`config.mk`:
```
export PLATFORM = sky130hd
export DESIGN_NAME = fru_uart
export DESIGN_NICKNAME = d
export VERILOG_FILES = /design/src/shared/fru_pkg.sv /design/src/fru_bit_timer.sv /design/src/fru_uart.sv
export SDC_FILE = /design/constraint.sdc
export NUM_CORES = 1
export LEC_CHECK = 0
export ABC_AREA = 0
export BUFFER_PORTS_ARGS = -buffer_cell sky130_fd_sc_hd__buf_2
export CAP_MARGIN = 10
export CORE_UTILIZATION = 35
export CTS_CLUSTER_SIZE = 10
export DETAILED_ROUTE_END_ITERATION = 7
export HOLD_SLACK_MARGIN = 0.15
export PLACE_DENSITY = 0.6
export SLEW_MARGIN = 25
export SYNTH_ARGS = -nofsm -noshare
export SYNTH_HDL_FRONTEND = slang
export SYNTH_SLANG_ARGS = --single-unit
```
`constraint.sdc`:
```
create_clock -name mclk -period 2.8 [get_ports mclk]
set_clock_uncertainty 0.15 [all_clocks]
set_input_delay 0.14 -clock mclk [delete_from_list [all_inputs] [get_ports mclk]]
set_output_delay 0.14 -clock mclk [all_outputs]
set_load 0.01 [all_outputs]
```
`src/shared/fru_pkg.sv`:
```
// constants and carrier types for the fixed-rate polled serial transceiver
// assumes one processor clock domain; the timer clock arrives as a sampled level
package fru_pkg;

    // line rate derived from the timer clock
    localparam int unsigned TIMER_CLK_HZ  = 12_000_000;
    localparam int unsigned BAUD_RATE     = 9600;
    localparam int unsigned TICKS_PER_BIT = TIMER_CLK_HZ / BAUD_RATE;
    localparam logic [10:0] BIT_LAST      = 11'(TICKS_PER_BIT - 1);
    localparam logic [10:0] BIT_MID       = 11'(TICKS_PER_BIT / 2 - 1);

    // frame layout: start, eight data bits, parity, stop
    localparam logic [3:0] TX_STOP_IDX = 4'ha;
    localparam logic [3:0] RX_STOP_IDX = 4'h9;
    localparam logic       LINE_IDLE   = 1'b0;
    localparam logic       START_LEVEL = 1'b1;
    localparam logic       STOP_LEVEL  = 1'b0;

    // reset values of the status byte, the data bytes and the read word
    localparam logic [7:0]  STATUS_RESET = 8'h06;
    localparam logic [7:0]  DATA_RESET   = 8'h00;
    localparam logic [15:0] WORD_RESET   = 16'h0000;

    typedef enum logic [1:0] {
        FRU_SEL_STATUS = 2'b00,
        FRU_SEL_TX     = 2'b01,
        FRU_SEL_RX     = 2'b10,
        FRU_SEL_NONE   = 2'b11
    } fru_target_e;

    typedef enum logic [1:0] {
        FRU_RX_IDLE  = 2'b00,
        FRU_RX_START = 2'b01,
        FRU_RX_BITS  = 2'b10
    } fru_rx_state_e;

    typedef enum logic {
        FRU_TX_IDLE = 1'b0,
        FRU_TX_SEND = 1'b1
    } fru_tx_state_e;

    typedef struct packed {
        logic rx_error_summary;
        logic overrun_error;
        logic framing_error;
        logic parity_error;
        logic reserved;
        logic tx_buffer_empty;
        logic tx_shifter_empty;
        logic rx_data_ready;
    } fru_status_s;

    typedef struct packed {
        logic        wr;
        logic        rd;
        fru_target_e target;
        logic [15:0] wdata;
    } fru_io_req_s;

endpackage : fru_pkg

```
`src/fru_bit_timer.sv`:
```
// bit period timer counting rising edges of the timer clock
// assumes timer_clock_in is synchronous to mclk and no faster than half its rate
`timescale 1ns/1ps
`default_nettype none
module fru_bit_timer (
    // clock and reset
    input  wire logic mclk,
    input  wire logic rstn,
    // timing
    input  wire logic tick,
    input  wire logic restart,
    output logic      mid,
    output logic      last
);
    logic [10:0] cnt_ff;
    logic [10:0] nxt_cnt;
    wire         at_last = (cnt_ff == fru_pkg::BIT_LAST);

    assign nxt_cnt = restart ? 11'h000 : (tick ? (at_last ? 11'h000 : cnt_ff + 11'h001) : cnt_ff);
    // not gated by restart: the transmitter decides its reload from last, and
    // gating it here would close a combinational loop through restart
    assign mid     = tick && (cnt_ff == fru_pkg::BIT_MID);
    assign last    = tick && at_last;

    always_ff @(posedge mclk or negedge rstn) begin
        if (!rstn) begin
            cnt_ff <= 11'h000;
        end else begin
            cnt_ff <= nxt_cnt;
        end
    end
endmodule : fru_bit_timer
`default_nettype wire

```
`src/fru_uart.sv`:
```
// polled serial transceiver with a three-target instruction port
// assumes io_req and pins are synchronous to mclk; one request per cycle
`timescale 1ns/1ps
`default_nettype none
module fru_uart (
    // clock and reset
    input  wire logic                 mclk,
    input  wire logic                 rstn,
    // instruction port
    input  wire fru_pkg::fru_io_req_s io_req,
    output logic [15:0]               io_rdata,
    output logic                      io_rack,
    // timing source
    input  wire logic                 timer_clock_in,
    // serial line
    input  wire logic                 serial_rx_in,
    output logic                      serial_tx_out
);
    function automatic logic odd_fill(input logic [7:0] d);
        odd_fill = ~(^d);
    endfunction : odd_fill

    // timer edge detect; the pin is already synchronous so one flop suffices
    logic tclk_prev_ff;
    wire  tick = timer_clock_in && !tclk_prev_ff;

    // port decode
    wire wr_tx  = io_req.wr && (io_req.target == fru_pkg::FRU_SEL_TX);
    wire rd_rx  = io_req.rd && (io_req.target == fru_pkg::FRU_SEL_RX);
    wire rd_st  = io_req.rd && (io_req.target == fru_pkg::FRU_SEL_STATUS);
    wire rd_any = rd_rx || rd_st;

    // transmit side
    fru_pkg::fru_tx_state_e tx_state_ff, nxt_tx_state;
    logic [7:0]  hold_ff;
    logic        hold_full_ff;
    logic [10:0] tx_sh_ff;
    logic [3:0]  tx_cnt_ff;
    logic        tx_last;
    wire tx_busy      = (tx_state_ff == fru_pkg::FRU_TX_SEND);
    wire tx_frame_end = tx_busy && tx_last && (tx_cnt_ff == fru_pkg::TX_STOP_IDX);
    // reload on the stop bit's last tick, so the next start bit follows with no gap
    wire tx_load      = hold_full_ff && (!tx_busy || tx_frame_end);
    // a write while the buffer is still full is dropped so the queued byte is kept
    wire hold_accept  = wr_tx && !hold_full_ff;

    always_comb begin
        nxt_tx_state = tx_state_ff;
        case (tx_state_ff)
            fru_pkg::FRU_TX_IDLE: if (tx_load) nxt_tx_state = fru_pkg::FRU_TX_SEND;
            fru_pkg::FRU_TX_SEND: if (tx_frame_end && !tx_load) nxt_tx_state = fru_pkg::FRU_TX_IDLE;
            default:              nxt_tx_state = fru_pkg::FRU_TX_IDLE;
        endcase
    end

    // start first, data lsb first, parity, stop; zero fill keeps the idle level
    wire [10:0] tx_frame = {fru_pkg::STOP_LEVEL, odd_fill(hold_ff), hold_ff,
                            fru_pkg::START_LEVEL};
    wire [10:0] nxt_tx_sh = tx_load ? tx_frame :
                            (tx_busy && tx_last) ? {fru_pkg::LINE_IDLE, tx_sh_ff[10:1]} : tx_sh_ff;
    wire [3:0]  nxt_tx_cnt = tx_load ? 4'h0 : (tx_busy && tx_last) ? tx_cnt_ff + 4'h1 : tx_cnt_ff;

    fru_bit_timer u_tx_timer (
        .mclk    (mclk),
        .rstn    (rstn),
        .tick    (tick),
        .restart (tx_load),
        .mid     (),
        .last    (tx_last)
    );

    always_ff @(posedge mclk or negedge rstn) begin
        if (!rstn) begin
            tx_state_ff  <= fru_pkg::FRU_TX_IDLE;
            hold_ff      <= fru_pkg::DATA_RESET;
            hold_full_ff <= 1'b0;
            tx_sh_ff     <= 11'h000;
            tx_cnt_ff    <= 4'h0;
            tclk_prev_ff <= 1'b0;
        end else begin
            tx_state_ff  <= nxt_tx_state;
            if (hold_accept) hold_ff <= io_req.wdata[7:0];
            hold_full_ff <= hold_accept || (hold_full_ff && !tx_load);
            tx_sh_ff     <= nxt_tx_sh;
            tx_cnt_ff    <= nxt_tx_cnt;
            tclk_prev_ff <= timer_clock_in;
        end
    end
    // zero fill shifted in behind the stop bit leaves the line at rest
    assign serial_tx_out = tx_sh_ff[0];

    // receive side
    fru_pkg::fru_rx_state_e rx_state_ff, nxt_rx_state;
    logic       rx_in_ff;
    logic [8:0] rx_sh_ff;
    logic [3:0] rx_cnt_ff;
    logic [7:0] rbuf_ff;
    logic       dr_ff, oe_ff, fe_ff, pe_ff;
    logic       rx_mid;
    // the receive timer runs free between frames; a start level realigns it
    wire rx_begin = (rx_state_ff == fru_pkg::FRU_RX_IDLE) && (rx_in_ff == fru_pkg::START_LEVEL);
    wire rx_bit   = (rx_state_ff == fru_pkg::FRU_RX_BITS) && rx_mid;
    wire rx_done  = rx_bit && (rx_cnt_ff == fru_pkg::RX_STOP_IDX);
    wire rx_shift = rx_bit && !rx_done;

    always_comb begin
        nxt_rx_state = rx_state_ff;
        case (rx_state_ff)
            fru_pkg::FRU_RX_IDLE:  if (rx_begin) nxt_rx_state = fru_pkg::FRU_RX_START;
            fru_pkg::FRU_RX_START: begin
                if (rx_mid) begin
                    // a start pulse shorter than half a bit is line noise
                    nxt_rx_state = (rx_in_ff == fru_pkg::START_LEVEL) ?
                                   fru_pkg::FRU_RX_BITS : fru_pkg::FRU_RX_IDLE;
                end
            end
            fru_pkg::FRU_RX_BITS:  if (rx_done) nxt_rx_state = fru_pkg::FRU_RX_IDLE;
            default:               nxt_rx_state = fru_pkg::FRU_RX_IDLE;
        endcase
    end

    fru_bit_timer u_rx_timer (
        .mclk    (mclk),
        .rstn    (rstn),
        .tick    (tick),
        .restart (rx_begin),
        .mid     (rx_mid),
        .last    ()
    );

    // completion in the same cycle as a read wins over the read's clear
    wire rx_clear  = rd_rx && !rx_done;
    wire nxt_dr    = rx_done || (dr_ff && !rd_rx);
    wire par_bad   = ~(^rx_sh_ff);
    // a read in the completing cycle consumed the old character: no overrun
    wire over_hit  = dr_ff && !rd_rx;
    wire [3:0] nxt_rx_cnt = rx_shift ? rx_cnt_ff + 4'h1 :
                            (rx_state_ff == fru_pkg::FRU_RX_START) ? 4'h0 : rx_cnt_ff;

    always_ff @(posedge mclk or negedge rstn) begin
        if (!rstn) begin
            rx_state_ff <= fru_pkg::FRU_RX_IDLE;
            rx_in_ff    <= fru_pkg::LINE_IDLE;
            rx_sh_ff    <= 9'h000;
            rx_cnt_ff   <= 4'h0;
            rbuf_ff     <= fru_pkg::DATA_RESET;
            dr_ff       <= 1'b0;
            oe_ff       <= 1'b0;
            fe_ff       <= 1'b0;
            pe_ff       <= 1'b0;
        end else begin
            rx_state_ff <= nxt_rx_state;
            rx_in_ff    <= serial_rx_in;
            if (rx_shift) rx_sh_ff <= {rx_in_ff, rx_sh_ff[8:1]};
            rx_cnt_ff   <= nxt_rx_cnt;
            if (rx_done) rbuf_ff <= rx_sh_ff[7:0];
            dr_ff       <= nxt_dr;
            if (rx_done) begin
                oe_ff <= over_hit;
                fe_ff <= (rx_in_ff != fru_pkg::STOP_LEVEL);
                pe_ff <= par_bad;
            end else if (rx_clear) begin
                oe_ff <= 1'b0;
                fe_ff <= 1'b0;
                pe_ff <= 1'b0;
            end
        end
    end

    // status byte and read answers
    fru_pkg::fru_status_s status;
    assign status.rx_error_summary = oe_ff || fe_ff || pe_ff;
    assign status.overrun_error    = oe_ff;
    assign status.framing_error    = fe_ff;
    assign status.parity_error     = pe_ff;
    // bit 3 has no function and reads zero
    assign status.reserved         = 1'b0;
    assign status.tx_buffer_empty  = !hold_full_ff;
    assign status.tx_shifter_empty = !tx_busy;
    assign status.rx_data_ready    = dr_ff;

    // the port answers a full word; the upper byte always reads zero
    wire [7:0] rd_byte = rd_rx ? rbuf_ff : status;

    logic [15:0] rdata_ff;
    logic        rack_ff;
    always_ff @(posedge mclk or negedge rstn) begin
        if (!rstn) begin
            rdata_ff <= fru_pkg::WORD_RESET;
            rack_ff  <= 1'b0;
        end else begin
            if (rd_any) rdata_ff <= {8'h00, rd_byte};
            rack_ff  <= rd_any;
        end
    end
    assign io_rdata = rdata_ff;
    assign io_rack  = rack_ff;

    // independent count of timer ticks inside each transmitted bit,
    // kept apart from the bit timer so a miscounting timer shows up, checked against the same BIT_LAST
    logic [10:0] chk_ticks_ff;
    always_ff @(posedge mclk or negedge rstn) begin
        if (!rstn) begin
            chk_ticks_ff <= 11'h000;
        end else if (tx_load || tx_last) begin
            chk_ticks_ff <= 11'h000;
        end else if (tick) begin
            chk_ticks_ff <= chk_ticks_ff + 11'h001;
        end
    end
endmodule : fru_uart
`default_nettype wire

```
# Yosys cells after proc, flatten, opt, wreduce, memory -nomap -nowiden
# Index checks and enable logic that the tools add are counted.
[totals]
inputBits = 24
word_cells = 103
output_inout_bits = 18
register_bits = 85
[op_classes]
n_eq_ne = 12
n_reduce_logical = 40
n_addsub = 4
n_bitwise = 3
muxes = 25
[op_table]
columns = ["operator", "n"]
rows = [
  ["two-way mux 11 bit", 8],
  ["adder 11 x 1 -> 11 bit, second input constant", 2],
  ["equality test 11 bit, second input constant", 2],
  ["logical AND 1 bit", 18],
  ["two-way mux 4 bit", 4],
  ["equality test 11 x 10 -> 1 bit, second input constant", 1],
  ["nonzero test 2 bit", 5],
  ["parity 9 bit", 1],
  ["adder 4 x 1 -> 4 bit, second input constant", 2],
  ["equality test 4 bit, second input constant", 2],
  ["two-way mux 2 bit", 4],
  ["two-way mux 8 bit", 1],
  ["parity 8 bit", 1],
  ["zero test 1 bit", 6],
  ["logical OR 1 bit", 6],
  ["two-way mux 1 bit", 6],
  ["one-hot mux 2 bit (3 select lines)", 1],
  ["equality test 2 x 1 -> 1 bit, second input constant", 2],
  ["equality test 2 bit, second input constant", 2],
  ["zero test 2 bit", 2],
  ["inequality test 2 bit, second input constant", 2],
  ["inverter 1 bit", 3],
  ["AND reduction 3 bit", 1],
  ["inequality test 2 x 1 -> 1 bit, second input constant", 1],
  ["one-hot mux 1 bit (2 select lines)", 1],
]

# Depth between registers and ports, before layout
[depth]
ltp_word = 11
ltp_mapped = 9
ltp_nobuf = 7

# Hierarchy
# A second synthesis with hierarchy kept.
[unflattened]
hier_cells = 380
hier_area_um2 = 4182.8
[by_module_without_submodules]
columns = ["module", "n_inst", "seq_area_each_um2", "area_per_inst_um2", "cells_each"]
rows = [
  ["fru_uart", 1, 1551.5, 2786.4, 234],
  ["fru_bit_timer", 2, 275.3, 698.2, 73],
]

# Worst setup path before layout
# OpenSTA, ideal clock, no wires.
[synth_timing]
kind = "flip-flop to flip-flop"
from = "register u_tx_timer.cnt_ff[1]"
to = "register tx_sh_ff[3]"
required_time_ps = 2523
setup_time_ps = 127
arrival_time_ps = 1886
period_less_slack_ps = 2163
n_path_buf = 1
slack_ps = 637
stages_incl_launch_ff = 9
path_cell_list = "dfrtp_1 > inv_1 > ha_1 > nor4bb_1 > nand4_2 > o31ai_2 > and2_1 > buf_2 > o21ai_0"
[synth_via]
elab_chain_cells = 7
elab_cells_between_ends = 8
cone_classes = "eq/ne (1); mux (1); reduce/logical (6)"
[synth_rtl]
columns = ["item", "line_no", "source"]
rows = [
  ["start: declaration", "fru_bit_timer.sv:15", "logic [10:0] cnt_ff;"],
  ["start signal: assignment", "fru_bit_timer.sv:29", "cnt_ff <= nxt_cnt;"],
  ["equality test 11 bit (*)", "fru_bit_timer.sv:17", "wire at_last = (cnt_ff == fru_pkg::BIT_LAST);"],
  ["logical AND 1 bit (*)", "fru_bit_timer.sv:23", "assign last = tick && at_last;"],
  ["logical AND 1 bit (*)", "fru_uart.sv:41, fru_uart.sv:60", ""],
  ["logical AND 1 bit", "fru_uart.sv:41", "wire tx_frame_end = tx_busy && tx_last && (tx_cnt_ff == fru_pkg::TX_STOP_IDX);"],
  ["logical OR 1 bit", "fru_uart.sv:43", "wire tx_load = hold_full_ff && (!tx_busy || tx_frame_end);"],
  ["logical AND 1 bit", "fru_uart.sv:43", ""],
  ["two-way mux 11 bit or nonzero test 2 bit (tied branches)", "--", ""],
  ["end signal: assignment", "fru_uart.sv:84", "tx_sh_ff <= nxt_tx_sh;"],
  ["end: declaration", "fru_uart.sv:37", "logic [10:0] tx_sh_ff;"],
]
# Mark *: on every way between the ends. The rest lies on a longest branch, timed or not.
# A chain may end at the register's enable or synchronous reset.

# Worst setup path in the final report
[layout_timing]
from = "register u_tx_timer.cnt_ff[1]"
to = "register tx_sh_ff[1]"
# Same word-level chain as after synthesis.

==> impl_metrics.json <==
{
  "status": "finished, final reports clean",
  "die_height_um": 110,
  "synth_area_leaders": "dfrtp_1 (51%), mux2_2 (6.0%), o21ai_0 (4.0%)",
  "dr.first_iter.drc_count": 129,
  "synth_xor_area_share_pct": 5.32,
  "core_area_um2": 11400,
  "cts_root_buffer": "clkbuf_16",
  "yosysMostFrequentCell": "dfrtp_1",
  "async_flop_share_pct": 100,
  "synth-seq-cells": 84,
  "synth_compound_area_share_pct": 9.52,
  "synthAdderAreaFrac_pct": 2.74,
  "max_stage_delay_ns": 0.44,
  "synth_top_area_share_pct": 51.1,
  "route.detailed.drc": 0,
  "ant_nets": 0,
  "hold_viol": 0,
  "ys_seq_area_share_pct": 51.1,
  "drt_pass1_iterations": 4,
  "cts_made_buffers": 9,
  "cts_tree": "yes",
  "clkLatencyLatePin_ns": 0.34,
  "first_global_vias": 2896,
  "synth.distinct_cells": 52,
  "dp.cells": 544,
  "clock_power_share_pct": 36.9,
  "drv_slew": 0,
  "rows": 39,
  "synth_mux_area_share_pct": 10.8,
  "utilization_pct": 42.0,
  "nFillCells": 1098,
  "start_kind": "flip-flop",
  "routed_wl_um": 7860,
  "gp_congestion": 0.791,
  "power.internal_mw": 2.24,
  "yosys_warnings": 0,
  "multi_input_area_um2": 1860,
  "critical_path_arrival_ns": 2.42,
  "required_ns": 2.85,
  "power_frac_comb_pct": 15.7,
  "power_frac_seq_pct": 47.4,
  "power_mw": 3.10,
  "period_share_pct": 84.6,
  "synth_ff_type": "dfrtp_1",
  "synthCells": 383,
  "clock-sinks": 84,
  "wl_per_cell_um": 13.7,
  "regArea_um2": 2100,
  "synth_area_leader_cell": "dfrtp_1",
  "area_growth_pct": 16.5,
  "max_freq_mhz": 422,
  "hp-class": "in -> async",
  "nets": 457,
  "port_buffers": 25,
  "clk_path_buf_depth": 2,
  "antenna_found_initial": 0,
  "cts-resized-gates": 0,
  "max-slew-margin-rel_pct": 55.9,
  "synth_common_cells": "dfrtp_1 (84), o21ai_0 (33), nand2_1 (32)",
  "hpwl_um": 5430,
  "max-cap-violations": 0,
  "grt_use_total_pct": 14.1,
  "io_pins": 42,
  "vias_per_cell": 5.03,
  "worst_pin_slew_ns": 0.659,
  "grt_max_degree": 45,
  "grt_overflow": 0,
  "placed_cell_area_um2": 4380,
  "yosys.area_share.simple_pct": 16.1,
  "grt_pass1_wl_um": 13900,
  "path_clk_slew_ns": 0.06,
  "cp_cell_sequence": "inv_1 -> ha_1 -> nor4bb_1 -> nand4_2 -> o31ai_2 -> and2_1 -> o21ai_0",
  "dieWidth_um": 110,
  "min_period_ns": 2.37,
  "synth_edf_count": 0,
  "start_util_pct": 36.0,
  "p_sw_mw": 0.852,
  "num_vias": 2879,
  "p_leak_nw": 2.34,
  "path_max_fanout": 12,
  "tns_ns": 0,
  "crit_slowest_cell": "nor4bb_1",
  "netSwitchingFraction_pct": 27.5,
  "die-area_um2": 12200,
  "drive_gt1_share_pct": 20.0,
  "cts_hold_buf": 12,
  "fin_area_um2": 4790,
  "rsz0062_at_grt": "no",
  "max-vdd-ir-drop_mv": 0.263,
  "synth_top_family_by_area": "simple AND/OR/NAND/NOR gates",
  "setup_viol": 0,
  "cts-htree-levels": 3,
  "end_kind": "flip-flop",
  "critPathKind": "reg -> reg",
  "post_cts_buffers": 0,
  "antennaDiodeCount": 0,
  "avgSynthCellArea_um2": 10.7,
  "syn-cell-area_um2": 4110,
  "stdcell_count": 572,
  "p_per_area_nw_per_um2": 646
}
## layout make-up
class | instances | share of cell area, %
flip-flops and latches | 84 | 43.9
multi-input cells | 272 | 38.7
repair buffers | 45 | 6.68
clock buffers | 12 | 5.35
well taps | 143 | 3.73
inverters | 12 | 0.940
clock inverters | 4 | 0.679
## layout by cell type, fill, tap and decap left out, types with 4 or more instances in the layout
cell | synthesis | routed
inv_1 | 12 | 12
a21oi_1 | 10 | 10
nor3_1 | 4 | 4
or3_1 | 4 | 4
conb_1 | 1 | 8
nand2b_1 | 4 | 4
mux2_2 | 22 | 22
and3_1 | 6 | 6
xor2_1 | 8 | 8
nand2_1 | 32 | 32
ha_1 | 9 | 9
xnor2_1 | 17 | 17
dfrtp_1 | 84 | 84
buf_2 | 4 | 24
a31oi_1 | 4 | 4
clkbuf_16 | 0 | 9
nor2_1 | 25 | 25
nand3_1 | 24 | 24
dlygate4sd3_1 | 0 | 12
mux2i_1 | 15 | 15
o21ai_0 | 33 | 33
buf_4 | 9 | 8
## critical path: cells and delay by family, from the launching register on
family	cells	cell delay (ns)
adders and majority gates	1	0.15
AOI/OAI and AO/OA	2	0.39
buffers and inverters	1	0.09
and+or+nand+nor	3	1.04
DFF	1	0.40
## per-stage QoR
stage	setup WS, ns	hold slack [ns]
floorplan	0.637	-0.306
global placement	0.481	0.0310
detailed placement	0.463	0.0345
CTS	0.442	0.223
global route	0.196	0.259
finish	0.431	0.198
## per-layer routing
| metal | global-route usage (%) | part of all wire (%) | up-vias |
|---|---|---|---|
| met5 | 0 | 0 | - |
| met4 | 5.60 | 1.8 | 0 |
| met3 | 4.06 | 3.4 | 11 |
| met2 | 22.5 | 46 | 50 |
| met1 | 18.1 | 49 | 1405 |
| li1 | - | - | 1413 |
## power groups by stage
stage / Sequential [mW] / Combinational (mW) / Clock [mW]
2_1_floorplan: 1.46 / 0.371 / 0
3_3_place_gp: 1.48 / 0.469 / 0
3_5_place_dp: 1.49 / 0.475 / 0
4_1_cts: 1.47 / 0.495 / 1.17
5_1_grt: 1.49 / 0.544 / 1.21
6_report: 1.47 / 0.486 / 1.14
## flip-flops by register name, indices dropped and copies added (netlist names), 2 cells and up
register	flops
u_rx_timer.cnt_ff	11
u_tx_timer.cnt_ff	11
io_rdata	8
rx_sh_ff	9
rx_cnt_ff	4
rbuf_ff	8
tx_sh_ff	10
hold_ff	8
rx_state_ff	2
tx_cnt_ff	4
## worst paths after layout
kind,end,cells after the start,slack (ns),from
min in group mclk,hold_full_ff,4,0.23,io_req[19]
worst max-delay path,tx_sh_ff[1],7,0.43,u_tx_timer.cnt_ff[1]
worst max register to register,tx_sh_ff[1],7,0.43,u_tx_timer.cnt_ff[1]
worst min register to register,io_rdata[3],2,0.32,io_rdata[3]
worst min-delay path,u_tx_timer.cnt_ff[6],2,0.20,rstn
max in group asynchronous,rx_cnt_ff[1],3,1.69,rstn
## kinds of logic (layout without fill, tap and decap cells)
logic type                 after synthesis  after routing
DFF                                     84             84
muxes                                   40             40
and+or+nand+nor                        124            124
buffers and inverters                   34             73
xor gates and xnor gates                25             25
other                                    1              8
adders and majority gates                9              9
AOI/OAI and AO/OA                       66             66
Note: power is estimated with default switching activity, not from simulation.
